==> src/cfg_ctrl_defines.vh <==
/*
 Constants for the configuration controller: register offsets, field
 positions, reset values, state codes and timing counts.
 Assumes inclusion by bare name from files under src/.
*/
// Notes on behaviour
// - Boundary-scan load overrides, aborts passive-serial load
// - Error without auto restart halts until request
// - Halted on error: status line held low
// - Request pulse low-high restarts fresh configuration
// - Auto restart: status pulses low then releases
// - Auto restart needs no request pulse
// - User pins high-impedance while configuring
// - Option off: release tri-states before clear
// - Option on: release clear before tri-states
// - Global clear off: pin is plain user pin
// - Global clear on: low pin clears registers
// - Scheme select sampled only before configuration done
`ifndef CFG_CTRL_DEFINES_VH
`define CFG_CTRL_DEFINES_VH

// ==========================================================
// Register offsets (byte addresses)
`define REG_OPTIONS 12'h000
`define REG_STATUS 12'h004
`define REG_IRQ_STATUS 12'h008
`define REG_IRQ_CLEAR 12'h00C
`define REG_IRQ_ENABLE 12'h010
`define REG_CONTROL 12'h014

// ==========================================================
// Option fields
`define OPT_AUTO_RESTART 0
`define OPT_CLEARS_FIRST 1
`define OPT_GLOBAL_CLEAR 2
`define OPT_WIDTH 3
`define OPT_RESET 3'h0

// Control fields
`define CTL_START 0
`define CTL_IMAGE_ERR 1
`define CTL_IMAGE_DONE 2

// Interrupt event bits
`define EV_DONE 0
`define EV_ERROR 1
`define EV_JTAG_ABORT 2
`define EV_WIDTH 3

// ==========================================================
// Scheme select codes
`define SCHEME_PASSIVE_SERIAL 2'h1

// ==========================================================
// States, one-hot
`define ST_IDLE 7'h01
`define ST_LOAD 7'h02
`define ST_HALT 7'h04
`define ST_PULSE 7'h08
`define ST_INIT1 7'h10
`define ST_INIT2 7'h20
`define ST_USER 7'h40

// ==========================================================
// Timing: status low pulse and init step, in ns, at 10 ns clock
`define CLK_PERIOD_NS 10
`define PULSE_LOW_NS 40
`define INIT_STEP_NS 20
`define PULSE_CYCLES (`PULSE_LOW_NS / `CLK_PERIOD_NS)
`define STEP_CYCLES (`INIT_STEP_NS / `CLK_PERIOD_NS)
`define CNT_WIDTH 4

`define ZERO32 32'h0000_0000

`endif

==> src/cfg_apb_regs.v <==
/*
 APB slave holding option, control and interrupt registers.
 Assumes a single clock and the synchronised active-low reset.
*/
`timescale 1ns/1ps
`default_nettype none
`include "cfg_ctrl_defines.vh"

module cfg_apb_regs (
   input wire i_clk,
   input wire i_rst_n,
   input wire i_psel,
   input wire i_penable,
   input wire i_pwrite,
   input wire [11:0] i_paddr,
   input wire [31:0] i_pwdata,
   output wire [31:0] o_prdata,
   output wire o_pready,
   output wire o_pslverr,
   input wire [31:0] i_state_word,
   input wire [`EV_WIDTH-1:0] i_events,
   output reg [`OPT_WIDTH-1:0] o_opts_r,
   output reg o_start_r,
   output reg o_img_err_r,
   output reg o_img_done_r,
   output wire o_irq
);
   reg [`EV_WIDTH-1:0] irq_stat_r; // Sticky event bits
   reg [`EV_WIDTH-1:0] irq_en_r; // Event enables
   reg [31:0] rdata_r; // Read data
   wire wr_en; // Write access phase
   wire known; // Mapped address

   // ==========================================================
   // Address decode
   function is_mapped;
      input [11:0] a;
      begin
         is_mapped = (a == `REG_OPTIONS) || (a == `REG_STATUS) ||
            (a == `REG_IRQ_STATUS) || (a == `REG_IRQ_CLEAR) ||
            (a == `REG_IRQ_ENABLE) || (a == `REG_CONTROL);
      end
   endfunction

   assign known = is_mapped(i_paddr);
   assign wr_en = i_psel & i_penable & i_pwrite;
   assign o_pready = 1'b1; // Zero wait states
   assign o_pslverr = i_psel & i_penable & ~known;
   assign o_irq = |(irq_stat_r & irq_en_r);

   // ==========================================================
   // Writes; control strobes are one-cycle pulses
   always @(posedge i_clk or negedge i_rst_n) begin
      if (!i_rst_n) begin
         o_opts_r <= `OPT_RESET;
         irq_en_r <= {`EV_WIDTH{1'b0}};
         irq_stat_r <= {`EV_WIDTH{1'b0}};
         o_start_r <= 1'b0;
         o_img_err_r <= 1'b0;
         o_img_done_r <= 1'b0;
      end else begin
         o_start_r <= 1'b0;
         o_img_err_r <= 1'b0;
         o_img_done_r <= 1'b0;
         if (wr_en && i_paddr == `REG_OPTIONS) begin
            o_opts_r <= i_pwdata[`OPT_WIDTH-1:0];
         end
         if (wr_en && i_paddr == `REG_IRQ_ENABLE) begin
            irq_en_r <= i_pwdata[`EV_WIDTH-1:0];
         end
         if (wr_en && i_paddr == `REG_CONTROL) begin
            o_start_r <= i_pwdata[`CTL_START];
            o_img_err_r <= i_pwdata[`CTL_IMAGE_ERR];
            o_img_done_r <= i_pwdata[`CTL_IMAGE_DONE];
         end
         // Set wins over clear
         if (wr_en && i_paddr == `REG_IRQ_CLEAR) begin
            irq_stat_r <= (irq_stat_r & ~i_pwdata[`EV_WIDTH-1:0]) | i_events;
         end else begin
            irq_stat_r <= irq_stat_r | i_events;
         end
      end
   end

   // ==========================================================
   // Read mux, registered in setup phase
   always @(posedge i_clk or negedge i_rst_n) begin
      if (!i_rst_n) begin
         rdata_r <= `ZERO32;
      end else if (i_psel && !i_penable) begin
         case (i_paddr)
            `REG_OPTIONS: rdata_r <= {{(32-`OPT_WIDTH){1'b0}}, o_opts_r};
            `REG_STATUS: rdata_r <= i_state_word;
            `REG_IRQ_STATUS: rdata_r <= {{(32-`EV_WIDTH){1'b0}}, irq_stat_r};
            `REG_IRQ_ENABLE: rdata_r <= {{(32-`EV_WIDTH){1'b0}}, irq_en_r};
            default: rdata_r <= `ZERO32; // Clear, control, unmapped
         endcase
      end
   end
   assign o_prdata = rdata_r;
endmodule // cfg_apb_regs
`default_nettype wire

==> src/cfg_ctrl.v <==
/*
 Configuration controller: passive-serial load with boundary-scan
 override, error halt or automatic restart, start-up release order and
 global clear. Registers over APB.
 Assumes synchronous pins and one 100 MHz clock.
*/
// Added by the designer: the register addresses and register access over APB.
`timescale 1ns/1ps
`default_nettype none
`include "cfg_ctrl_defines.vh"

module cfg_ctrl (
   input wire i_ref_clk,
   input wire i_rstn,
   input wire i_psel,
   input wire i_penable,
   input wire i_pwrite,
   input wire [11:0] i_paddr,
   input wire [31:0] i_pwdata,
   output wire [31:0] o_prdata,
   output wire o_pready,
   output wire o_pslverr,
   input wire [1:0] i_scheme_select,
   input wire i_config_request_n,
   input wire i_jtag_config,
   input wire i_config_status_n,
   output wire o_config_status_n_out,
   output wire o_config_status_n_oe_n,
   input wire i_global_clear_n,
   output wire o_global_clear_n_is_user,
   output reg o_user_io_oe_n_r,
   output reg o_user_clear_r,
   output reg o_user_mode_r,
   output wire o_irq
);
   reg [1:0] rst_sync_r; // Reset release chain
   wire rst_n; // Synchronised reset
   reg [6:0] state_r; // One-hot state
   reg [6:0] state_nxt;
   reg [`CNT_WIDTH-1:0] cnt_r; // Pulse / init counter
   reg [`CNT_WIDTH-1:0] cnt_nxt;
   reg req_prev_r; // Request line last cycle
   reg [1:0] scheme_r; // Captured scheme
   reg status_low_r; // Drive status line low
   reg [`OPT_WIDTH-1:0] opts_live_r; // Options latched from image
   reg [`EV_WIDTH-1:0] ev_r; // Event pulses
   wire [`OPT_WIDTH-1:0] opts_r;
   wire start_pulse, img_err, img_done;
   wire req_rise;
   wire gclr_act;

   // Counter loads kept at full width, trimmed on purpose where used
   localparam [31:0] PULSE_LOAD = `PULSE_CYCLES - 1;
   localparam [31:0] STEP_LOAD = `STEP_CYCLES - 1;

   // ==========================================================
   // Reset release
   always @(posedge i_ref_clk or negedge i_rstn) begin
      if (!i_rstn) begin
         rst_sync_r <= 2'b00;
      end else begin
         rst_sync_r <= {rst_sync_r[0], 1'b1};
      end
   end
   assign rst_n = rst_sync_r[1];

   // ==========================================================
   // Register file
   cfg_apb_regs u_regs (
      .i_clk(i_ref_clk),
      .i_rst_n(rst_n),
      .i_psel(i_psel),
      .i_penable(i_penable),
      .i_pwrite(i_pwrite),
      .i_paddr(i_paddr),
      .i_pwdata(i_pwdata),
      .o_prdata(o_prdata),
      .o_pready(o_pready),
      .o_pslverr(o_pslverr),
      .i_state_word({16'h0000, 5'h00, ~i_config_status_n, scheme_r,
                     o_user_mode_r, state_r}),
      .i_events(ev_r),
      .o_opts_r(opts_r),
      .o_start_r(start_pulse),
      .o_img_err_r(img_err),
      .o_img_done_r(img_done),
      .o_irq(o_irq)
   );

   // Low-to-high on the request line
   assign req_rise = i_config_request_n & ~req_prev_r;

   // ==========================================================
   // Next-state logic
   always @* begin
      state_nxt = state_r;
      cnt_nxt = cnt_r;
      case (state_r)
         `ST_IDLE: begin
            // Begin when software starts and status line is high
            if (start_pulse && i_config_status_n) begin
               state_nxt = `ST_LOAD;
            end
         end
         `ST_LOAD: begin
            if (i_jtag_config) begin
               state_nxt = `ST_IDLE;
            end else if (img_err && opts_r[`OPT_AUTO_RESTART]) begin
               state_nxt = `ST_PULSE;
               cnt_nxt = PULSE_LOAD[`CNT_WIDTH-1:0];
            end else if (img_err) begin
               state_nxt = `ST_HALT;
            end else if (img_done) begin
               state_nxt = `ST_INIT1;
               cnt_nxt = STEP_LOAD[`CNT_WIDTH-1:0];
            end
         end
         `ST_HALT: begin
            if (req_rise) begin
               state_nxt = `ST_LOAD;
            end
         end
         `ST_PULSE: begin
            if (cnt_r == {`CNT_WIDTH{1'b0}}) begin
               state_nxt = `ST_IDLE;
            end else begin
               cnt_nxt = cnt_r - 1'b1;
            end
         end
         `ST_INIT1: begin
            if (cnt_r == {`CNT_WIDTH{1'b0}}) begin
               state_nxt = `ST_INIT2;
               cnt_nxt = STEP_LOAD[`CNT_WIDTH-1:0];
            end else begin
               cnt_nxt = cnt_r - 1'b1;
            end
         end
         `ST_INIT2: begin
            if (cnt_r == {`CNT_WIDTH{1'b0}}) begin
               state_nxt = `ST_USER;
            end else begin
               cnt_nxt = cnt_r - 1'b1;
            end
         end
         `ST_USER: begin
            if (req_rise) begin
               state_nxt = `ST_LOAD;
            end
         end
         default: begin
            state_nxt = `ST_IDLE;
         end
      endcase
      // Boundary-scan start aborts any passive load at once
      if (i_jtag_config && state_r == `ST_LOAD) begin
         state_nxt = `ST_IDLE;
      end
   end

   // ==========================================================
   // State, counters and events
   always @(posedge i_ref_clk or negedge rst_n) begin
      if (!rst_n) begin
         state_r <= `ST_IDLE;
         cnt_r <= {`CNT_WIDTH{1'b0}};
         req_prev_r <= 1'b1;
         scheme_r <= 2'b00;
         opts_live_r <= `OPT_RESET;
         ev_r <= {`EV_WIDTH{1'b0}};
      end else begin
         state_r <= state_nxt;
         cnt_r <= cnt_nxt;
         req_prev_r <= i_config_request_n;
         // Scheme select counts only until user mode
         if (state_r != `ST_USER) begin
            scheme_r <= i_scheme_select;
         end
         // Global clear option takes effect from the loaded image; the other options act live
         if (img_done && state_r == `ST_LOAD) begin
            opts_live_r <= opts_r;
         end
         ev_r[`EV_DONE] <= (state_nxt == `ST_USER) && (state_r != `ST_USER);
         ev_r[`EV_ERROR] <= img_err && (state_r == `ST_LOAD);
         ev_r[`EV_JTAG_ABORT] <= i_jtag_config && (state_r == `ST_LOAD);
      end
   end

   // ==========================================================
   // Status line and start-up release order
   always @(posedge i_ref_clk or negedge rst_n) begin
      if (!rst_n) begin
         status_low_r <= 1'b0;
         o_user_io_oe_n_r <= 1'b1;
         o_user_clear_r <= 1'b1;
         o_user_mode_r <= 1'b0;
      end else begin
         // Low while halted or pulsing
         status_low_r <= (state_nxt == `ST_HALT) || (state_nxt == `ST_PULSE);
         o_user_mode_r <= (state_nxt == `ST_USER);
         case (state_nxt)
            `ST_INIT2: begin
               // First release step chosen by ordering option
               o_user_io_oe_n_r <= opts_r[`OPT_CLEARS_FIRST];
               o_user_clear_r <= ~opts_r[`OPT_CLEARS_FIRST];
            end
            `ST_USER: begin
               o_user_io_oe_n_r <= 1'b0;
               o_user_clear_r <= gclr_act;
            end
            default: begin
               o_user_io_oe_n_r <= 1'b1;
               o_user_clear_r <= 1'b1;
            end
         endcase
      end
   end

   // Global clear acts only when enabled
   assign gclr_act = opts_live_r[`OPT_GLOBAL_CLEAR] & ~i_global_clear_n;
   assign o_global_clear_n_is_user = ~opts_live_r[`OPT_GLOBAL_CLEAR];
   // Open drain: drive 0, enable active low
   assign o_config_status_n_out = 1'b0;
   assign o_config_status_n_oe_n = ~status_low_r;
endmodule // cfg_ctrl
`default_nettype wire

==> config.mk <==
export PLATFORM = sky130hd
export DESIGN_NAME = cfg_ctrl
export DESIGN_NICKNAME = d
export VERILOG_FILES = /design/src/cfg_apb_regs.v /design/src/cfg_ctrl.v
export VERILOG_INCLUDE_DIRS = /design/src /design/src/src
export SDC_FILE = /design/constraint.sdc
export NUM_CORES = 1
export LEC_CHECK = 0
export BUFFER_PORTS_ARGS = -buffer_cell sky130_fd_sc_hd__buf_2
export CELL_PAD_IN_SITES_DETAIL_PLACEMENT = 0
export CELL_PAD_IN_SITES_GLOBAL_PLACEMENT = 1
export CORE_ASPECT_RATIO = 1.1
export CORE_MARGIN = 2
export CORE_UTILIZATION = 30
export DETAILED_ROUTE_END_ITERATION = 8
export GPL_ROUTABILITY_DRIVEN = 0
export HOLD_SLACK_MARGIN = 0.05
export PLACE_DENSITY_LB_ADDON = 0.12
export SYNTH_ARGS = -nofsm -noshare
export SYNTH_HDL_FRONTEND = slang
export SYNTH_HIERARCHICAL = 1
export SYNTH_SLANG_ARGS = --single-unit
==> constraint.sdc <==
create_clock -name i_ref_clk -period 5.6 [get_ports i_ref_clk]
set_input_delay 0.28 -clock i_ref_clk [delete_from_list [all_inputs] [get_ports i_ref_clk]]
set_output_delay 0.28 -clock i_ref_clk [all_outputs]
set_load 0.005 [all_outputs]
==> summary.md <==
| Metric | Value |
|---|---|
| Post-Syn Instances | 264 |
| Max_slew headroom | 43.5% |
| Clock transition at the registers of the reported paths | 0.08 ns |
| Synth Cell Area | 0.00310 mm² |
| Vias in the first global route | 2219 |
| Post-synth EDFFs | 0 |
| HPWL Detailed | 4.97 mm |
| Clock Skew | 0.00658 ns |
| Fin crit period | 2.34 ns |
| Sw frac | 21.8% |
| Sw Pwr | 0.227 mW |
| Avg Inst Size Synth | 11.8 µm² |
| Wire per inst | 15.4 µm |
| Clk sinks | 68 |
| Crit path from | state_r[1] |
| Post-synthesis xor/xnor area fraction | 0.564% |
| Max FO, Critical Path | 9 |
| Setup CP Type | flip-flop to flip-flop |
| ANT cells | 0 |
| Max-cap violations | 0 |
| Combinational group share of total power | 4.1% |
| CTS tree | yes |
| Worst Tran Pin Value | 0.840 ns |
| Cts repair resizes | 0 |
| Power Dens Cells | 270 mW/mm² |
| Max VDD drop | 0.000104 V |
| Number of CTS-inserted buffers | 9 |
| All-Layer GR Usage | 13.6% |
| Final setup TNS | 0 ns |
| FF-to-FF Start | state_r[1] |
| Vias per std cell | 4.88 |
| Vias post-DR | 2305 |
| Layout fillers | 1027 |
| Maximum buffer depth of the clock tree | 2 |
| Design area | 0.00386 mm² |
| DP Area | 0.00359 mm² |
| Total wire length | 7.29 mm |
| Post-synthesis compound-gate area fraction | 16.9% |
| Final Hold Fails | 0 |
| Final Net Count | 404 |
| RSZ-0062 raised after global routing | false |
| Initial antenna violation count | 0 |
| Core Footprint | 0.00998 mm² |
| P_int | 0.814 mW |
| Post-DRT Antenna Nets | 0 |
| Max-slew violations | 0 |
| Cell taking the most area after synthesis | dfrtp_1 |
| Worst hold start | i_scheme_select[0] |
| DRC viols | 0 |
| Worst EP arrival | 2.60 ns |
| Largest family of logic cells by synthesized area | simple AND/OR/NAND/NOR gates |
| Synth-to-Final Area Change | 24.3% |
| Largest net degree at the start of global routing | 67 |
| DIE HEIGHT | 111 µm |
| CTS root buf | clkbuf_8 |
| Port-buffer cells | 64 |
| Site Rows | 38 |
| Multiplexer share of the synthesized area | 4.92% |
| Sequential share of power | 47.4% |
| #FFs+latches synth | 68 |
| R2R Setup Slk | 3.26 ns |
| Required @ worst endpoint | 5.86 ns |
| Max H-tree Level | 3 |
| Status | complete, no violations |
| Die Span X | 101 µm |
| P_leak | 1.93 nW |
| I/O pin cnt | 96 |
| Clock share of power | 48.4% |
| Synth top area share | 51.6% |
| Async SR Flop Fraction | 100% |
| Area contributors post-synth | dfrtp_1 (52%), a22o_1 (9.3%), mux2_2 (3.6%) |
| Post-CTS Setup Inserts | 0 |
| Pre-Repair DR Iteration Count | 6 |
| First-pass GRT wire length | 11.8 mm |
| Fraction of layout cells with a size suffix above 1 | 30.1% |
| Adder-cell area share of the yosys netlist | 1.13% |
| Ys flop type | dfrtp_1 |
| Part of the cycle the worst path needs | 41.8% |
| Max Clk Rate | 427 MHz |
| Yosys warns | 6 |
| Final setup vio count | 0 |
| Crit path capture type | flip-flop |
| Startpoint types | flip-flop |
| Seq/Total Area, Yosys | 55.0% |
| Hold Crit Class | input pin to flip-flop |
| Detailed Route Iter0 Violations | 128 |
| GRT Residual Overflow | 0 |
| Worst skew pair latency | 0.35 ns |
| Synth Area in Simple Gates | 17.0% |
| Die ar. | 0.0112 mm² |
| Starting Density | 31.1% |
| Synth unique cells | 53 |
[through the flow]
| step | instances | setup WS (ns) | util [%] | total power [mW] | hold WS [ns] |
|---|---|---|---|---|---|
| finish | 472 | 3.26 | 38.6 | 1.04 | 0.152 |
| detailed placement | 454 | 3.38 | 36.0 | 0.547 | 0.0669 |
| floorplan | 285 | 3.57 | - | 0.526 | -0.0156 |
| global route | 472 | 3.15 | 38.6 | 1.08 | 0.150 |
| global placement | 454 | 3.31 | 36.0 | 0.546 | 0.0649 |
| CTS | 472 | 3.29 | 38.6 | 1.06 | 0.140 |
[state kept, by name, indices dropped and copies added, names as in the netlist, 2 cells and up]
register           cells
ev_r                   3
scheme_r               2
u_regs/irq_en_r        3
state_r                7
u_regs/o_prdata       32
u_regs/o_opts_r        3
u_regs/irq_stat_r      3
cnt_r                  4
rst_sync_r             2
[kinds of logic (layout without fill, tap and decap cells)]
kind of cell / after synthesis / after routing
XOR/XNOR: 2 / 2
AND/OR/NAND/NOR: 78 / 78
buffers and inverters: 27 / 94
adder cells (fa/ha/maj): 3 / 3
AO/OA/AOI/OAI: 69 / 69
multiplexers: 14 / 14
flip-flops: 68 / 68
other: 3 / 24
[worst max-delay path, stage by stage, from the launching register on]
cell	delay (ns)
dfrtp_1	0.48
nor4_1	0.77
o311ai_1	0.44
a22o_1	0.33
a211oi_1	0.23
[final cells by class]
type                            count  area (µm²)  area share [%]
Inverter                            9        33.8           0.875
Timing Repair Buffer               69         363            9.40
Clock inverter                      6         111            2.89
Sequential cell                    68        1710            44.3
Clock buffer                       10         138            3.57
Multi-Input combinational cell    190        1360            35.1
Tap cell                          120         150            3.89
[synthesized netlist by cell type, types with 2 or more instances]
library cell and number:
dfrtp_1 64, a22o_1 33, clkbuf_1 11, nor3_1 11, mux2_2 10, o21ai_0 10
inv_1 9, nand2_1 8, nor2_1 7, nand4_1 6, a21oi_1 5, a21o_1 4
a31oi_1 4, dfstp_2 4, mux2i_1 4, nand2b_1 4, nor4bb_1 4, or3_1 4
buf_4 3, conb_1 3, nand3_1 3, nand3b_1 3, nor2b_1 3, nor3b_1 3
a22oi_1 2, a41o_1 2, and2_1 2, and3_1 2, buf_2 2, buf_6 2
ha_1 2, nand4b_1 2, nor4_1 2, nor4_4 2, nor4b_1 2, o211ai_1 2
o22ai_1 2, or4_4 2, xnor2_1 2
[routing by layer]
| metal | GRT usage, % | part of all wire (%) |
|---|---|---|
| met5 | 0 | 0 |
| met4 | 7.03 | 2.3 |
| met3 | 2.46 | 3.8 |
| met2 | 20.1 | 45 |
| met1 | 18.8 | 49 |
[placed cells by master, fill, tap and decap left out, types with 3 or more instances in the layout]
master,instances
nor4_4,3
a22o_1,33
a21o_1,4
a21oi_1,5
nor2b_1,3
nand2b_1,4
mux2_2,10
nor3_1,11
buf_4,3
nor4bb_1,4
a31oi_1,4
clkbuf_8,10
nand4_1,6
o21ai_0,10
nand3b_1,3
or3_1,4
inv_1,9
nand3_1,3
nor2_1,7
mux2i_1,4
buf_2,64
dfstp_2,4
bufinv_16,3
dfrtp_1,63
conb_1,24
nor3b_1,3
nand2_1,8
[power by group through the flow]
stage	sequential [mW]	combinational [mW]	clock, mW
after floorplan	0.510	0.0165	0
after global placement	0.503	0.0432	0
after detailed placement	0.503	0.0433	0
after CTS	0.494	0.0445	0.519
after global routing	0.494	0.0498	0.538
final	0.494	0.0429	0.504
[what timing repair did]
item | in CTS | in global routing
hold endpoints to repair | 3 | 0
hold buffers | 2 | 0
setup endpoints to repair | 0 | 0
[final timing paths]
path | to | depth (start not counted)
min reg2reg | rst_sync_r[1] | 0
max in group asynchronous | u_regs/o_prdata[16] | 1
max reg2reg | cnt_r[1] | 4
min | scheme_r[0] | 2
max | cnt_r[1] | 4
min in group asynchronous | rst_sync_r[1] | 2
(Power assumes the default switching activity.)
